### config.mk
export PLATFORM = sky130hd
export DESIGN_NAME = hlpt_timer
export DESIGN_NICKNAME = d
export VERILOG_FILES = /design/src/pkg/hlpt_pkg.sv /design/src/rtl/hlpt_timer.sv
export SDC_FILE = /design/constraint.sdc
export NUM_CORES = 1
export LEC_CHECK = 0
export BUFFER_PORTS_ARGS = -buffer_cell sky130_fd_sc_hd__buf_2
export CAP_MARGIN = 30
export CORE_MARGIN = 5
export CORE_UTILIZATION = 53
export DETAILED_ROUTE_END_ITERATION = 10
export PLACE_DENSITY = 0.8
export SETUP_SLACK_MARGIN = 0.1
export SYNTH_ARGS = -nofsm -noshare
export SYNTH_HDL_FRONTEND = slang
export SYNTH_SLANG_ARGS = --single-unit
### constraint.sdc
create_clock -name aclk -period 3.95 [get_ports aclk]
set_clock_uncertainty 0.05 [all_clocks]
set_input_delay 0.395 -clock aclk [delete_from_list [all_inputs] [get_ports aclk]]
set_output_delay 0.395 -clock aclk [all_outputs]
set_load 0.005 [all_outputs]
### src/pkg/hlpt_pkg.sv
/*
 hlpt_pkg: register map, reset values, mode codes and carrier types of the
 hardware-limit period timer.
 Assumes: one AXI4-Lite slave with 32-bit data, 8-bit register fields in the low byte.
*/
package hlpt_pkg;

   // register byte addresses
   localparam logic [7:0] REG_CTRL = 8'h00;
   localparam logic [7:0] REG_MODE = 8'h04;
   localparam logic [7:0] REG_PERIOD = 8'h08;
   localparam logic [7:0] REG_COUNT = 8'h0C;
   localparam logic [7:0] REG_STATUS = 8'h10;
   localparam logic [7:0] REG_IRQ_EN = 8'h14;

   // field positions
   localparam int CTRL_RUN_BIT = 7;
   localparam int STATUS_FLAG_BIT = 0;
   localparam int IRQ_EN_BIT = 0;

   // values after reset
   localparam logic [7:0] CTRL_RST = 8'h00;
   localparam logic [4:0] MODE_RST = 5'h00;
   localparam logic [7:0] PERIOD_RST = 8'hFF;
   localparam logic [7:0] COUNT_RST = 8'h00;
   localparam logic [3:0] POST_RST = 4'h0;
   localparam logic [6:0] PRE_RST = 7'h00;

   // cycle counts
   localparam int SYNC_TICKS = 2;
   localparam int IRQ_LATENCY = 2;

   // mode codes
   localparam logic [4:0] M_SW_GATE = 5'h00;
   localparam logic [4:0] M_HW_GATE_HI = 5'h01;
   localparam logic [4:0] M_HW_GATE_LO = 5'h02;
   localparam logic [4:0] M_ER_ANY = 5'h03;
   localparam logic [4:0] M_ER_RISE = 5'h04;
   localparam logic [4:0] M_ER_FALL = 5'h05;
   localparam logic [4:0] M_LR_LOW = 5'h06;
   localparam logic [4:0] M_LR_HIGH = 5'h07;
   localparam logic [4:0] M_OS_SW = 5'h08;
   localparam logic [4:0] M_OS_RISE = 5'h09;
   localparam logic [4:0] M_OS_FALL = 5'h0A;
   localparam logic [4:0] M_OS_ANY = 5'h0B;
   localparam logic [4:0] M_OSL_RISE = 5'h0C;
   localparam logic [4:0] M_OSL_FALL = 5'h0D;
   localparam logic [4:0] M_OSL_RISE_LR = 5'h0E;
   localparam logic [4:0] M_OSL_FALL_HR = 5'h0F;
   localparam logic [4:0] M_MONO_RISE = 5'h11;
   localparam logic [4:0] M_MONO_FALL = 5'h12;
   localparam logic [4:0] M_MONO_ANY = 5'h13;
   localparam logic [4:0] M_OS_LVL_LOW = 5'h16;
   localparam logic [4:0] M_OS_LVL_HIGH = 5'h17;

   // edge kinds
   localparam logic [1:0] EDGE_NONE = 2'h0;
   localparam logic [1:0] EDGE_RISE = 2'h1;
   localparam logic [1:0] EDGE_FALL = 2'h2;
   localparam logic [1:0] EDGE_ANY = 2'h3;

   // bus answers
   localparam logic [1:0] RESP_OKAY = 2'h0;
   localparam logic [1:0] RESP_SLVERR = 2'h2;

   // software control register
   typedef struct packed {
      logic run;
      logic [2:0] prescale_select;
      logic [3:0] postscale_select;
   } hlpt_ctrl_t;

   // counter sequencing
   typedef enum logic [1:0] {ST_WAIT, ST_COUNT, ST_HOLD_A, ST_HOLD_B} hlpt_state_t;

endpackage

### src/rtl/hlpt_timer.sv
/*
 hlpt_timer: 8-bit period timer with prescaler, postscaler, period-match interrupt
 and a five-bit hardware-limit mode driven by an external reset/trigger signal.
 Assumes: AXI4-Lite master on aclk; timer_clock and ext_reset_trigger are pins from
 outside and are synchronised here; the timer clock is slower than aclk / 2.
*/
// Operation
// - a five-bit mode field selects the timer's behaviour.
// - count and period are 8-bit; count is compared against period.
// - modes 10110/10111 hold in reset at reset level, start on run plus level.
// - edge-started modes need a fresh edge after run is set again.
// - one-shot match clears run next clock and stops count at zero.
// - monostable match stops count at zero, run stays set.
// - flag rises when postscaler reaches selected ratio, 1:1 to 1:16.
// - interrupt reaches processor only when enable bit is set.
// - flag follows postscaled event within two cycles.
// - software gate counts each clock while run, holds otherwise.
// - free-running match resets count next clock, continues from zero.
// - mode 00001 counts while trigger high, 00010 while low, both need run.
// - edge reset modes: 00011 either edge, 00100 rising, 00101 falling.
// - after an early edge reset counting resumes two clocks later.
// - level reset: 00110 resets on low level, 00111 on high.
// - level reset modes ignore the trigger while run is clear.
// - level reset two clocks after level, resume two clocks after release.
// - mode 01000 runs on run set, match resets count and clears run.
// - edge start one-shot: 01001 rising, 01010 falling, 01011 either edge.
// - 01100/01101 start on first edge, later edges reset the count.
// - hardware-limit one-shot resumes two clocks after each reset edge.
// - hardware-limit one-shot ignores edges until run is set.
// - run and trigger pass two prescaled timer clocks of synchronisation.
`timescale 1ns/100ps
`default_nettype none

module hlpt_timer
   import hlpt_pkg::*;
(
   // clock and reset
   input wire logic aclk,
   input wire logic aresetn,
   // write address channel
   input wire logic [7:0] s_axi_awaddr,
   input wire logic [2:0] s_axi_awprot,
   input wire logic s_axi_awvalid,
   output logic s_axi_awready,
   // write data channel
   input wire logic [31:0] s_axi_wdata,
   input wire logic [3:0] s_axi_wstrb,
   input wire logic s_axi_wvalid,
   output logic s_axi_wready,
   // write response channel
   output logic [1:0] s_axi_bresp,
   output logic s_axi_bvalid,
   input wire logic s_axi_bready,
   // read address channel
   input wire logic [7:0] s_axi_araddr,
   input wire logic [2:0] s_axi_arprot,
   input wire logic s_axi_arvalid,
   output logic s_axi_arready,
   // read data channel
   output logic [31:0] s_axi_rdata,
   output logic [1:0] s_axi_rresp,
   output logic s_axi_rvalid,
   input wire logic s_axi_rready,
   // pins from outside
   input wire logic timer_clock,
   input wire logic ext_reset_trigger,
   // to downstream consumers
   output logic [7:0] count_value,
   output logic postscaled_pulse,
   output logic period_irq
);

   // selects one edge kind out of rise and fall
   function automatic logic edge_hit(input logic [1:0] kind, input logic rise,
                                     input logic fall);
      edge_hit = ((kind == EDGE_RISE) && rise) || ((kind == EDGE_FALL) && fall) ||
                 ((kind == EDGE_ANY) && (rise || fall));
   endfunction

   // terminal count of the prescaler for a 1:2^sel ratio
   function automatic logic [6:0] pre_limit(input logic [2:0] sel);
      logic [7:0] full;
      full = 8'(8'h01 << sel);
      pre_limit = 7'(full - 8'h01);
   endfunction

   hlpt_ctrl_t ctrl;
   logic [4:0] mode;
   logic [7:0] period_value;
   logic [7:0] period_buf;
   logic period_irq_flag;
   logic period_irq_enable;
   logic tclk_meta, tclk_sync, tclk_prev;
   logic ers_meta, ers_sync;
   logic [6:0] pre_cnt;
   logic [3:0] post_cnt;
   logic [SYNC_TICKS-1:0] run_pipe;
   logic [SYNC_TICKS:0] ers_pipe;
   hlpt_state_t state;
   logic spent;
   logic irq_stage;
   logic tick, pre_tick;
   logic run_d, ers_d, rise, fall;
   logic wr_hit, rd_hit;
   logic wr_ctrl, wr_mode, wr_period, wr_count, wr_status, wr_irq_en;
   logic rd_ok;
   logic [7:0] rd_byte;
   // mode decode
   logic sw_start, lvl_start, lvl_rst, gate_on, gate_level, rst_level;
   logic one_shot, mono;
   logic [1:0] start_kind, rst_kind;
   // derived events
   logic lvl_rst_now, edge_rst_now, gate_ok, counting, match_evt, ext_rst_evt;
   logic clr_scalers, run_clr;

   // pins pass two flip-flops before any logic reads them
   always_ff @(posedge aclk) begin
      if (!aresetn) begin
         tclk_meta <= 1'b0;
         tclk_sync <= 1'b0;
         tclk_prev <= 1'b0;
         ers_meta <= 1'b0;
         ers_sync <= 1'b0;
      end else begin
         tclk_meta <= timer_clock;
         tclk_sync <= tclk_meta;
         tclk_prev <= tclk_sync;
         ers_meta <= ext_reset_trigger;
         ers_sync <= ers_meta;
      end
   end

   // timer clock edge and prescaled tick
   assign tick = tclk_sync && !tclk_prev;
   assign pre_tick = tick && (pre_cnt == pre_limit(ctrl.prescale_select));

   // prescaler counter
   always_ff @(posedge aclk) begin
      if (!aresetn || clr_scalers) begin
         pre_cnt <= PRE_RST;
      end else if (pre_tick) begin
         pre_cnt <= PRE_RST;
      end else if (tick) begin
         pre_cnt <= pre_cnt + 7'h01;
      end
   end

   // run bit and trigger delayed by two prescaled timer clocks
   always_ff @(posedge aclk) begin
      if (!aresetn) begin
         run_pipe <= '0;
         ers_pipe <= '0;
      end else if (pre_tick) begin
         run_pipe <= {run_pipe[SYNC_TICKS-2:0], ctrl.run};
         ers_pipe <= {ers_pipe[SYNC_TICKS-1:0], ers_sync};
      end
   end

   assign run_d = run_pipe[SYNC_TICKS-1];
   assign ers_d = ers_pipe[SYNC_TICKS-1];
   assign rise = ers_d && !ers_pipe[SYNC_TICKS];
   assign fall = !ers_d && ers_pipe[SYNC_TICKS];

   // mode field decode
   always_comb begin
      sw_start = 1'b0;
      lvl_start = 1'b0;
      lvl_rst = 1'b0;
      rst_level = 1'b0;
      gate_on = 1'b0;
      gate_level = 1'b0;
      one_shot = 1'b0;
      mono = 1'b0;
      start_kind = EDGE_NONE;
      rst_kind = EDGE_NONE;
      unique case (mode)
         M_SW_GATE: sw_start = 1'b1;
         M_HW_GATE_HI: begin
            sw_start = 1'b1;
            gate_on = 1'b1;
            gate_level = 1'b1;
         end
         M_HW_GATE_LO: begin
            sw_start = 1'b1;
            gate_on = 1'b1;
         end
         M_ER_ANY: begin
            sw_start = 1'b1;
            rst_kind = EDGE_ANY;
         end
         M_ER_RISE: begin
            sw_start = 1'b1;
            rst_kind = EDGE_RISE;
         end
         M_ER_FALL: begin
            sw_start = 1'b1;
            rst_kind = EDGE_FALL;
         end
         M_LR_LOW: begin
            sw_start = 1'b1;
            lvl_rst = 1'b1;
         end
         M_LR_HIGH: begin
            sw_start = 1'b1;
            lvl_rst = 1'b1;
            rst_level = 1'b1;
         end
         M_OS_SW: begin
            sw_start = 1'b1;
            one_shot = 1'b1;
         end
         M_OS_RISE: begin
            start_kind = EDGE_RISE;
            one_shot = 1'b1;
         end
         M_OS_FALL: begin
            start_kind = EDGE_FALL;
            one_shot = 1'b1;
         end
         M_OS_ANY: begin
            start_kind = EDGE_ANY;
            one_shot = 1'b1;
         end
         M_OSL_RISE: begin
            start_kind = EDGE_RISE;
            rst_kind = EDGE_RISE;
            one_shot = 1'b1;
         end
         M_OSL_FALL: begin
            start_kind = EDGE_FALL;
            rst_kind = EDGE_FALL;
            one_shot = 1'b1;
         end
         M_OSL_RISE_LR: begin
            start_kind = EDGE_RISE;
            lvl_rst = 1'b1;
            one_shot = 1'b1;
         end
         M_OSL_FALL_HR: begin
            start_kind = EDGE_FALL;
            lvl_rst = 1'b1;
            rst_level = 1'b1;
            one_shot = 1'b1;
         end
         M_MONO_RISE: begin
            start_kind = EDGE_RISE;
            mono = 1'b1;
         end
         M_MONO_FALL: begin
            start_kind = EDGE_FALL;
            mono = 1'b1;
         end
         M_MONO_ANY: begin
            start_kind = EDGE_ANY;
            mono = 1'b1;
         end
         M_OS_LVL_LOW: begin
            lvl_start = 1'b1;
            lvl_rst = 1'b1;
            one_shot = 1'b1;
         end
         M_OS_LVL_HIGH: begin
            lvl_start = 1'b1;
            lvl_rst = 1'b1;
            rst_level = 1'b1;
            one_shot = 1'b1;
         end
         default: ; // reserved codes never start the counter
      endcase
   end

   // trigger is only looked at while the delayed run bit is set
   assign lvl_rst_now = run_d && lvl_rst && (ers_d == rst_level);
   assign edge_rst_now = run_d && (state == ST_COUNT) && edge_hit(rst_kind, rise, fall);
   assign gate_ok = !gate_on || (ers_d == gate_level);
   assign counting = run_d && (state == ST_COUNT) && gate_ok && !lvl_rst_now;
   assign match_evt = pre_tick && counting && !edge_rst_now &&
                      (count_value == period_buf);
   assign ext_rst_evt = pre_tick && (lvl_rst_now || edge_rst_now);
   assign clr_scalers = wr_count || wr_ctrl || ext_rst_evt;
   assign run_clr = match_evt && one_shot;

   // start, stop and resume sequencing
   always_ff @(posedge aclk) begin
      if (!aresetn) begin
         state <= ST_WAIT;
      end else if (pre_tick) begin
         if (!run_d) begin
            state <= ST_WAIT;
         end else begin
            unique case (state)
               ST_WAIT: begin
                  if (!spent && !lvl_rst_now &&
                      (sw_start || lvl_start || edge_hit(start_kind, rise, fall))) begin
                     state <= ST_COUNT;
                  end
               end
               ST_COUNT: begin
                  if (edge_rst_now) begin
                     state <= ST_HOLD_A;
                  end else if (match_evt && (one_shot || mono)) begin
                     state <= ST_WAIT;
                  end
               end
               ST_HOLD_A: state <= ST_HOLD_B;
               ST_HOLD_B: state <= ST_COUNT;
            endcase
         end
      end
   end

   // a finished one-shot waits for run to be seen low before restarting
   always_ff @(posedge aclk) begin
      if (!aresetn) begin
         spent <= 1'b0;
      end else if (pre_tick && !run_d) begin
         spent <= 1'b0;
      end else if (run_clr) begin
         spent <= 1'b1;
      end
   end

   // count register: software write, resets, then increment
   always_ff @(posedge aclk) begin
      if (!aresetn) begin
         count_value <= COUNT_RST;
      end else if (wr_count) begin
         count_value <= s_axi_wdata[7:0];
      end else if (ext_rst_evt) begin
         count_value <= COUNT_RST;
      end else if (match_evt) begin
         count_value <= COUNT_RST;
      end else if (pre_tick && counting) begin
         count_value <= count_value + 8'h01;
      end
   end

   // double-buffered period
   always_ff @(posedge aclk) begin
      if (!aresetn) begin
         period_buf <= PERIOD_RST;
      end else if (wr_count || wr_ctrl || wr_mode || match_evt || ext_rst_evt) begin
         period_buf <= period_value;
      end
   end

   // postscaler and its one-cycle output pulse
   always_ff @(posedge aclk) begin
      if (!aresetn || clr_scalers) begin
         post_cnt <= POST_RST;
         postscaled_pulse <= 1'b0;
      end else if (match_evt && (post_cnt == ctrl.postscale_select)) begin
         post_cnt <= POST_RST;
         postscaled_pulse <= 1'b1;
      end else begin
         post_cnt <= match_evt ? post_cnt + 4'h1 : post_cnt;
         postscaled_pulse <= 1'b0;
      end
   end

   // flag set two cycles after the postscaled pulse; set wins over clear
   always_ff @(posedge aclk) begin
      if (!aresetn) begin
         irq_stage <= 1'b0;
         period_irq_flag <= 1'b0;
      end else begin
         irq_stage <= postscaled_pulse;
         if (irq_stage) begin
            period_irq_flag <= 1'b1;
         end else if (wr_status && s_axi_wdata[STATUS_FLAG_BIT]) begin
            period_irq_flag <= 1'b0;
         end
      end
   end

   // interrupt line gated by the enable
   always_ff @(posedge aclk) begin
      if (!aresetn) begin
         period_irq <= 1'b0;
      end else begin
         period_irq <= period_irq_flag && period_irq_enable;
      end
   end

   // control register; a software set of run wins over the hardware clear
   always_ff @(posedge aclk) begin
      if (!aresetn) begin
         ctrl <= hlpt_ctrl_t'(CTRL_RST);
      end else if (wr_ctrl) begin
         ctrl <= hlpt_ctrl_t'(s_axi_wdata[7:0]);
      end else if (run_clr) begin
         ctrl.run <= 1'b0;
      end
   end

   // mode, period and enable registers
   always_ff @(posedge aclk) begin
      if (!aresetn) begin
         mode <= MODE_RST;
         period_value <= PERIOD_RST;
         period_irq_enable <= 1'b0;
      end else begin
         if (wr_mode) begin
            mode <= s_axi_wdata[4:0];
         end
         if (wr_period) begin
            period_value <= s_axi_wdata[7:0];
         end
         if (wr_irq_en) begin
            period_irq_enable <= s_axi_wdata[IRQ_EN_BIT];
         end
      end
   end

   // write decode; a write without the low byte lane stores nothing
   assign wr_hit = s_axi_awready && s_axi_awvalid && s_axi_wvalid && s_axi_wstrb[0];
   assign wr_ctrl = wr_hit && (s_axi_awaddr == REG_CTRL);
   assign wr_mode = wr_hit && (s_axi_awaddr == REG_MODE);
   assign wr_period = wr_hit && (s_axi_awaddr == REG_PERIOD);
   assign wr_count = wr_hit && (s_axi_awaddr == REG_COUNT);
   assign wr_status = wr_hit && (s_axi_awaddr == REG_STATUS);
   assign wr_irq_en = wr_hit && (s_axi_awaddr == REG_IRQ_EN);

   // write channels: both taken together, then one response
   always_ff @(posedge aclk) begin
      if (!aresetn) begin
         s_axi_awready <= 1'b0;
         s_axi_wready <= 1'b0;
         s_axi_bvalid <= 1'b0;
         s_axi_bresp <= RESP_OKAY;
      end else if (s_axi_awready) begin
         s_axi_awready <= 1'b0;
         s_axi_wready <= 1'b0;
         s_axi_bvalid <= 1'b1;
         s_axi_bresp <= (s_axi_awaddr[7:2] <= REG_IRQ_EN[7:2]) ? RESP_OKAY : RESP_SLVERR;
      end else if (s_axi_bvalid) begin
         s_axi_bvalid <= !s_axi_bready;
      end else if (s_axi_awvalid && s_axi_wvalid) begin
         s_axi_awready <= 1'b1;
         s_axi_wready <= 1'b1;
      end
   end

   // read decode
   assign rd_hit = s_axi_arready && s_axi_arvalid;
   always_comb begin
      rd_ok = 1'b1;
      rd_byte = 8'h00;
      unique case (s_axi_araddr)
         REG_CTRL: rd_byte = ctrl;
         REG_MODE: rd_byte = {3'h0, mode};
         REG_PERIOD: rd_byte = period_value;
         REG_COUNT: rd_byte = count_value;
         REG_STATUS: rd_byte = {7'h00, period_irq_flag};
         REG_IRQ_EN: rd_byte = {7'h00, period_irq_enable};
         default: rd_ok = 1'b0;
      endcase
   end

   // read channels
   always_ff @(posedge aclk) begin
      if (!aresetn) begin
         s_axi_arready <= 1'b0;
         s_axi_rvalid <= 1'b0;
         s_axi_rdata <= 32'h0000_0000;
         s_axi_rresp <= RESP_OKAY;
      end else if (rd_hit) begin
         s_axi_arready <= 1'b0;
         s_axi_rvalid <= 1'b1;
         s_axi_rdata <= {24'h00_0000, rd_byte};
         s_axi_rresp <= rd_ok ? RESP_OKAY : RESP_SLVERR;
      end else if (s_axi_rvalid) begin
         s_axi_rvalid <= !s_axi_rready;
      end else begin
         s_axi_arready <= s_axi_arvalid && !s_axi_arready;
      end
   end

endmodule

`default_nettype wire

==> results.tsv <==
stage	metric	value	unit
run_status	status	finished clean	
synthesis	top-area cell type share of the netlist area	0.364	
sta	fin. max-slew vios	0	
place	Post-DP Area	4690	um^2
worst_setup_path	setup slack, reg-to-reg	340	ps
clocking	CTS Buf Count	9	
sta	endpoints failing setup	0	
sta	Worst slew margin	0.377	
drt	drt wl/cell	15.0	um
synthesis	Synth area leader	dfxtp_1	
hold_path	Hold Path Class	in -> reg	
clocking	CTS sink cnt	81	
synthesis	ys async rst share	0	
grt	vias in the first global route	3580	
finish	Nets	642	
clocking	Root Driver	clkbuf_8	
floorplan	Core Region	8220	um^2
worst_setup_path	critical path class	reg -> reg	
finish	Synth-to-Final Area Change	9.13	%
worst_setup_path	RR Startpoint	ctrl[5]	
clocking	clock buffer depth	2	
hold_path	Min-Delay Endpoint	tclk_meta	
floorplan	chip width	102	um
sta	crit path time final	3610	ps
place	GP Congestion	0.868	
synthesis	post-synth cell types	59	
grt	initial antenna violation count	0	
pwr	Leakage	2.10	nW
synthesis	register area share after synthesis	0.364	
worst_setup_path	WP data arrival	3850	ps
grt	first-pass GRT wire length	17.0	mm
drt	routed via count	3764	
hold_path	hold path depth	2	
synthesis	Synth Register Bits	81	
finish	most common cell after layout, fill and taps aside	dfxtp_1	
synthesis	synth top area cells	dfxtp_1, mux2i_1, nand2_1, buf_4, nor2b_1	
finish	fin area	4860	um^2
synthesis	Synth warnings	0	
synthesis	cells after synthesis	522	
sta	Slew @ Worst Pin	925	ps
floorplan	die area	10300	um^2
place	# placed instances	659	
drt	Routed Wire Length	10.1	mm
clocking	H-tree depth	3	
worst_setup_path	CP Max Fanout	13	
grt	gr ovfl total	0	
worst_setup_path	Startpoint Class	flop	
synthesis	Top FF cell, synth	dfxtp_1	
clocking	Setup Fix Bufs, Post-CTS	0	
clocking	worst skew pair latency	360	ps
drt	ANT nets after route	0	
worst_setup_path	element type at the critical path end	flop	
drt	vias per cell	5.58	
clocking	clock edge transition at the registers on the reported setup and hold paths	90	ps
grt	gr usage total	0.207	
place	hpwl dp	7.45	mm
clocking	# hold bufs at CTS	0	
run	max-capacitance violation count	0	
floorplan	IO Count	118	
sta	Fin Setup TNS	0	ps
synthesis	Post-synth EDFFs	0	
drt	Detailed Route Iter0 Violations	240	
clocking	post-CTS resize count	0	
clocking	CTS tree	done	
drt	TritonRoute pass-1 iters	4	
synthesis	Post-Syn Area	4460	um^2
floorplan	Cell Rows	33	
sta	RSZ-0062 raised after global routing	no	
finish	layout cell share with drive strength beyond 1	0.165	
synthesis	Avg Cell Area, Syn	8.54	um^2
floorplan	Die Ht	102	um
floorplan	Starting Density	0.542	
hold_path	hold path start	timer_clock	
place	# port buffers	58	
pwr	worst vdd rail ir drop	0.000149	V
finish	Non-Filler Instances	675	
worst_setup_path	reg2reg path depth	10	
sta	period utilisation layout	0.913	
sta	Max Fclk	277	MHz
worst_setup_path	R2R Path End	post_cnt[3]	
pwr	PwrDens	300	nW/um^2
worst_setup_path	Req. time, crit path	4190	ps
finish	most frequent cells in the layout	dfxtp_1, nand2_1, buf_2	
finish	ANT cells	0	
sta	final hold viol count	0	
grt	largest net degree at the start of global routing	65	
drt	DRC errors left	0	
==> final cells by class <==
cell class	instances	area (um^2)
multi-input combinational	398	2560
fill	744	3350
sequential	81	1620
clock inverter	6	43.8
inverter	10	37.5
clock buffer	10	128
timing repair buffer	65	340
tap	105	131
==> synthesized netlist by cell type (all sizes together), types with 5 or more instances <==
cell type / count
a21oi: 26
nand4: 5
or3: 6
mux2i: 35
nand2: 64
nand3: 17
o21ai: 21
or4: 5
dfxtp: 81
buf: 31
a22o: 7
nand2b: 5
clkbuf: 27
nor3: 7
and2: 12
nor2b: 26
xor2: 10
nor2: 32
inv: 10
ha: 10
a31oi: 5
xnor2: 13
a21boi: 8
and3: 5
==> per-stage QoR <==
stage                     hold slack (ps)   util  power (mW)  setup slack, ps
after floorplan                       362      -       0.919              593
after global placement                366  0.569       0.935              365
after detailed placement              372  0.571       0.938              324
after CTS                             180  0.592        1.47              327
after global routing                  190  0.592        1.52              108
final                                 198  0.592        1.46              343
==> where the power goes <==
group / switching, mW / total [mW] / leakage [nW] / internal [mW]
Combinational: 0.0558 / 0.0926 / 1.36 / 0.0367
Sequential: 0.00421 / 0.827 / 0.655 / 0.822
Clock: 0.309 / 0.540 / 0.0866 / 0.231
==> layer usage <==
layer | GRT usage | vias up | share of wire
met2 | 0.323 | 122 | 0.47
met3 | 0.0620 | 16 | 0.082
met5 | 0 | - | 0
met1 | 0.272 | 1769 | 0.44
li1 | - | 1857 | -
met4 | 0.0726 | 0 | 0.014
==> worst max-delay path, cell delays in order, from the launching register on <==
cell and delay, ps:
dfxtp_1 570, nor2_1 120, nand2_1 90, ha_1 320, or4bb_1 510, o211ai_1 100, a32o_2 230, o211ai_4 150
or4b_1 720, or4_1 550, a21oi_1 140
==> flip-flops by register name, summed over array words and instances, names as in the netlist, 2 cells and up <==
name / flops
count_value: 8
ctrl: 8
ers_pipe: 3
mode: 5
period_buf: 8
period_value: 8
post_cnt: 4
pre_cnt: 7
run_pipe: 2
s_axi_rdata: 8
state: 2
==> worst max path at each step <==
stage,startpoint,endpoint,slack (ps),cells past startpoint
global route,ctrl[5],post_cnt[3],110,10
floorplan,ctrl[5],post_cnt[3],590,12
detailed placement,ctrl[5],post_cnt[3],320,10
finish,ctrl[5],post_cnt[3],340,10
CTS,ctrl[5],post_cnt[3],330,10
global placement,ctrl[5],period_buf[6],370,11
==> cell families (layout without fill, tap and decap cells) <==
logic type	count (synthesis)	after routing	synth area share
AO/OA/AOI/OAI	97	97	0.145
XOR/XNOR	23	23	0.0452
adder cells (fa/ha/maj)	10	10	0.0281
buffers and inverters	68	91	0.0826
flip-flops	81	81	0.364
multiplexers	40	40	0.101
other	1	26	0.000842
AND/OR/NAND/NOR	202	202	0.233
Note: power is estimated with default switching activity, not from simulation.
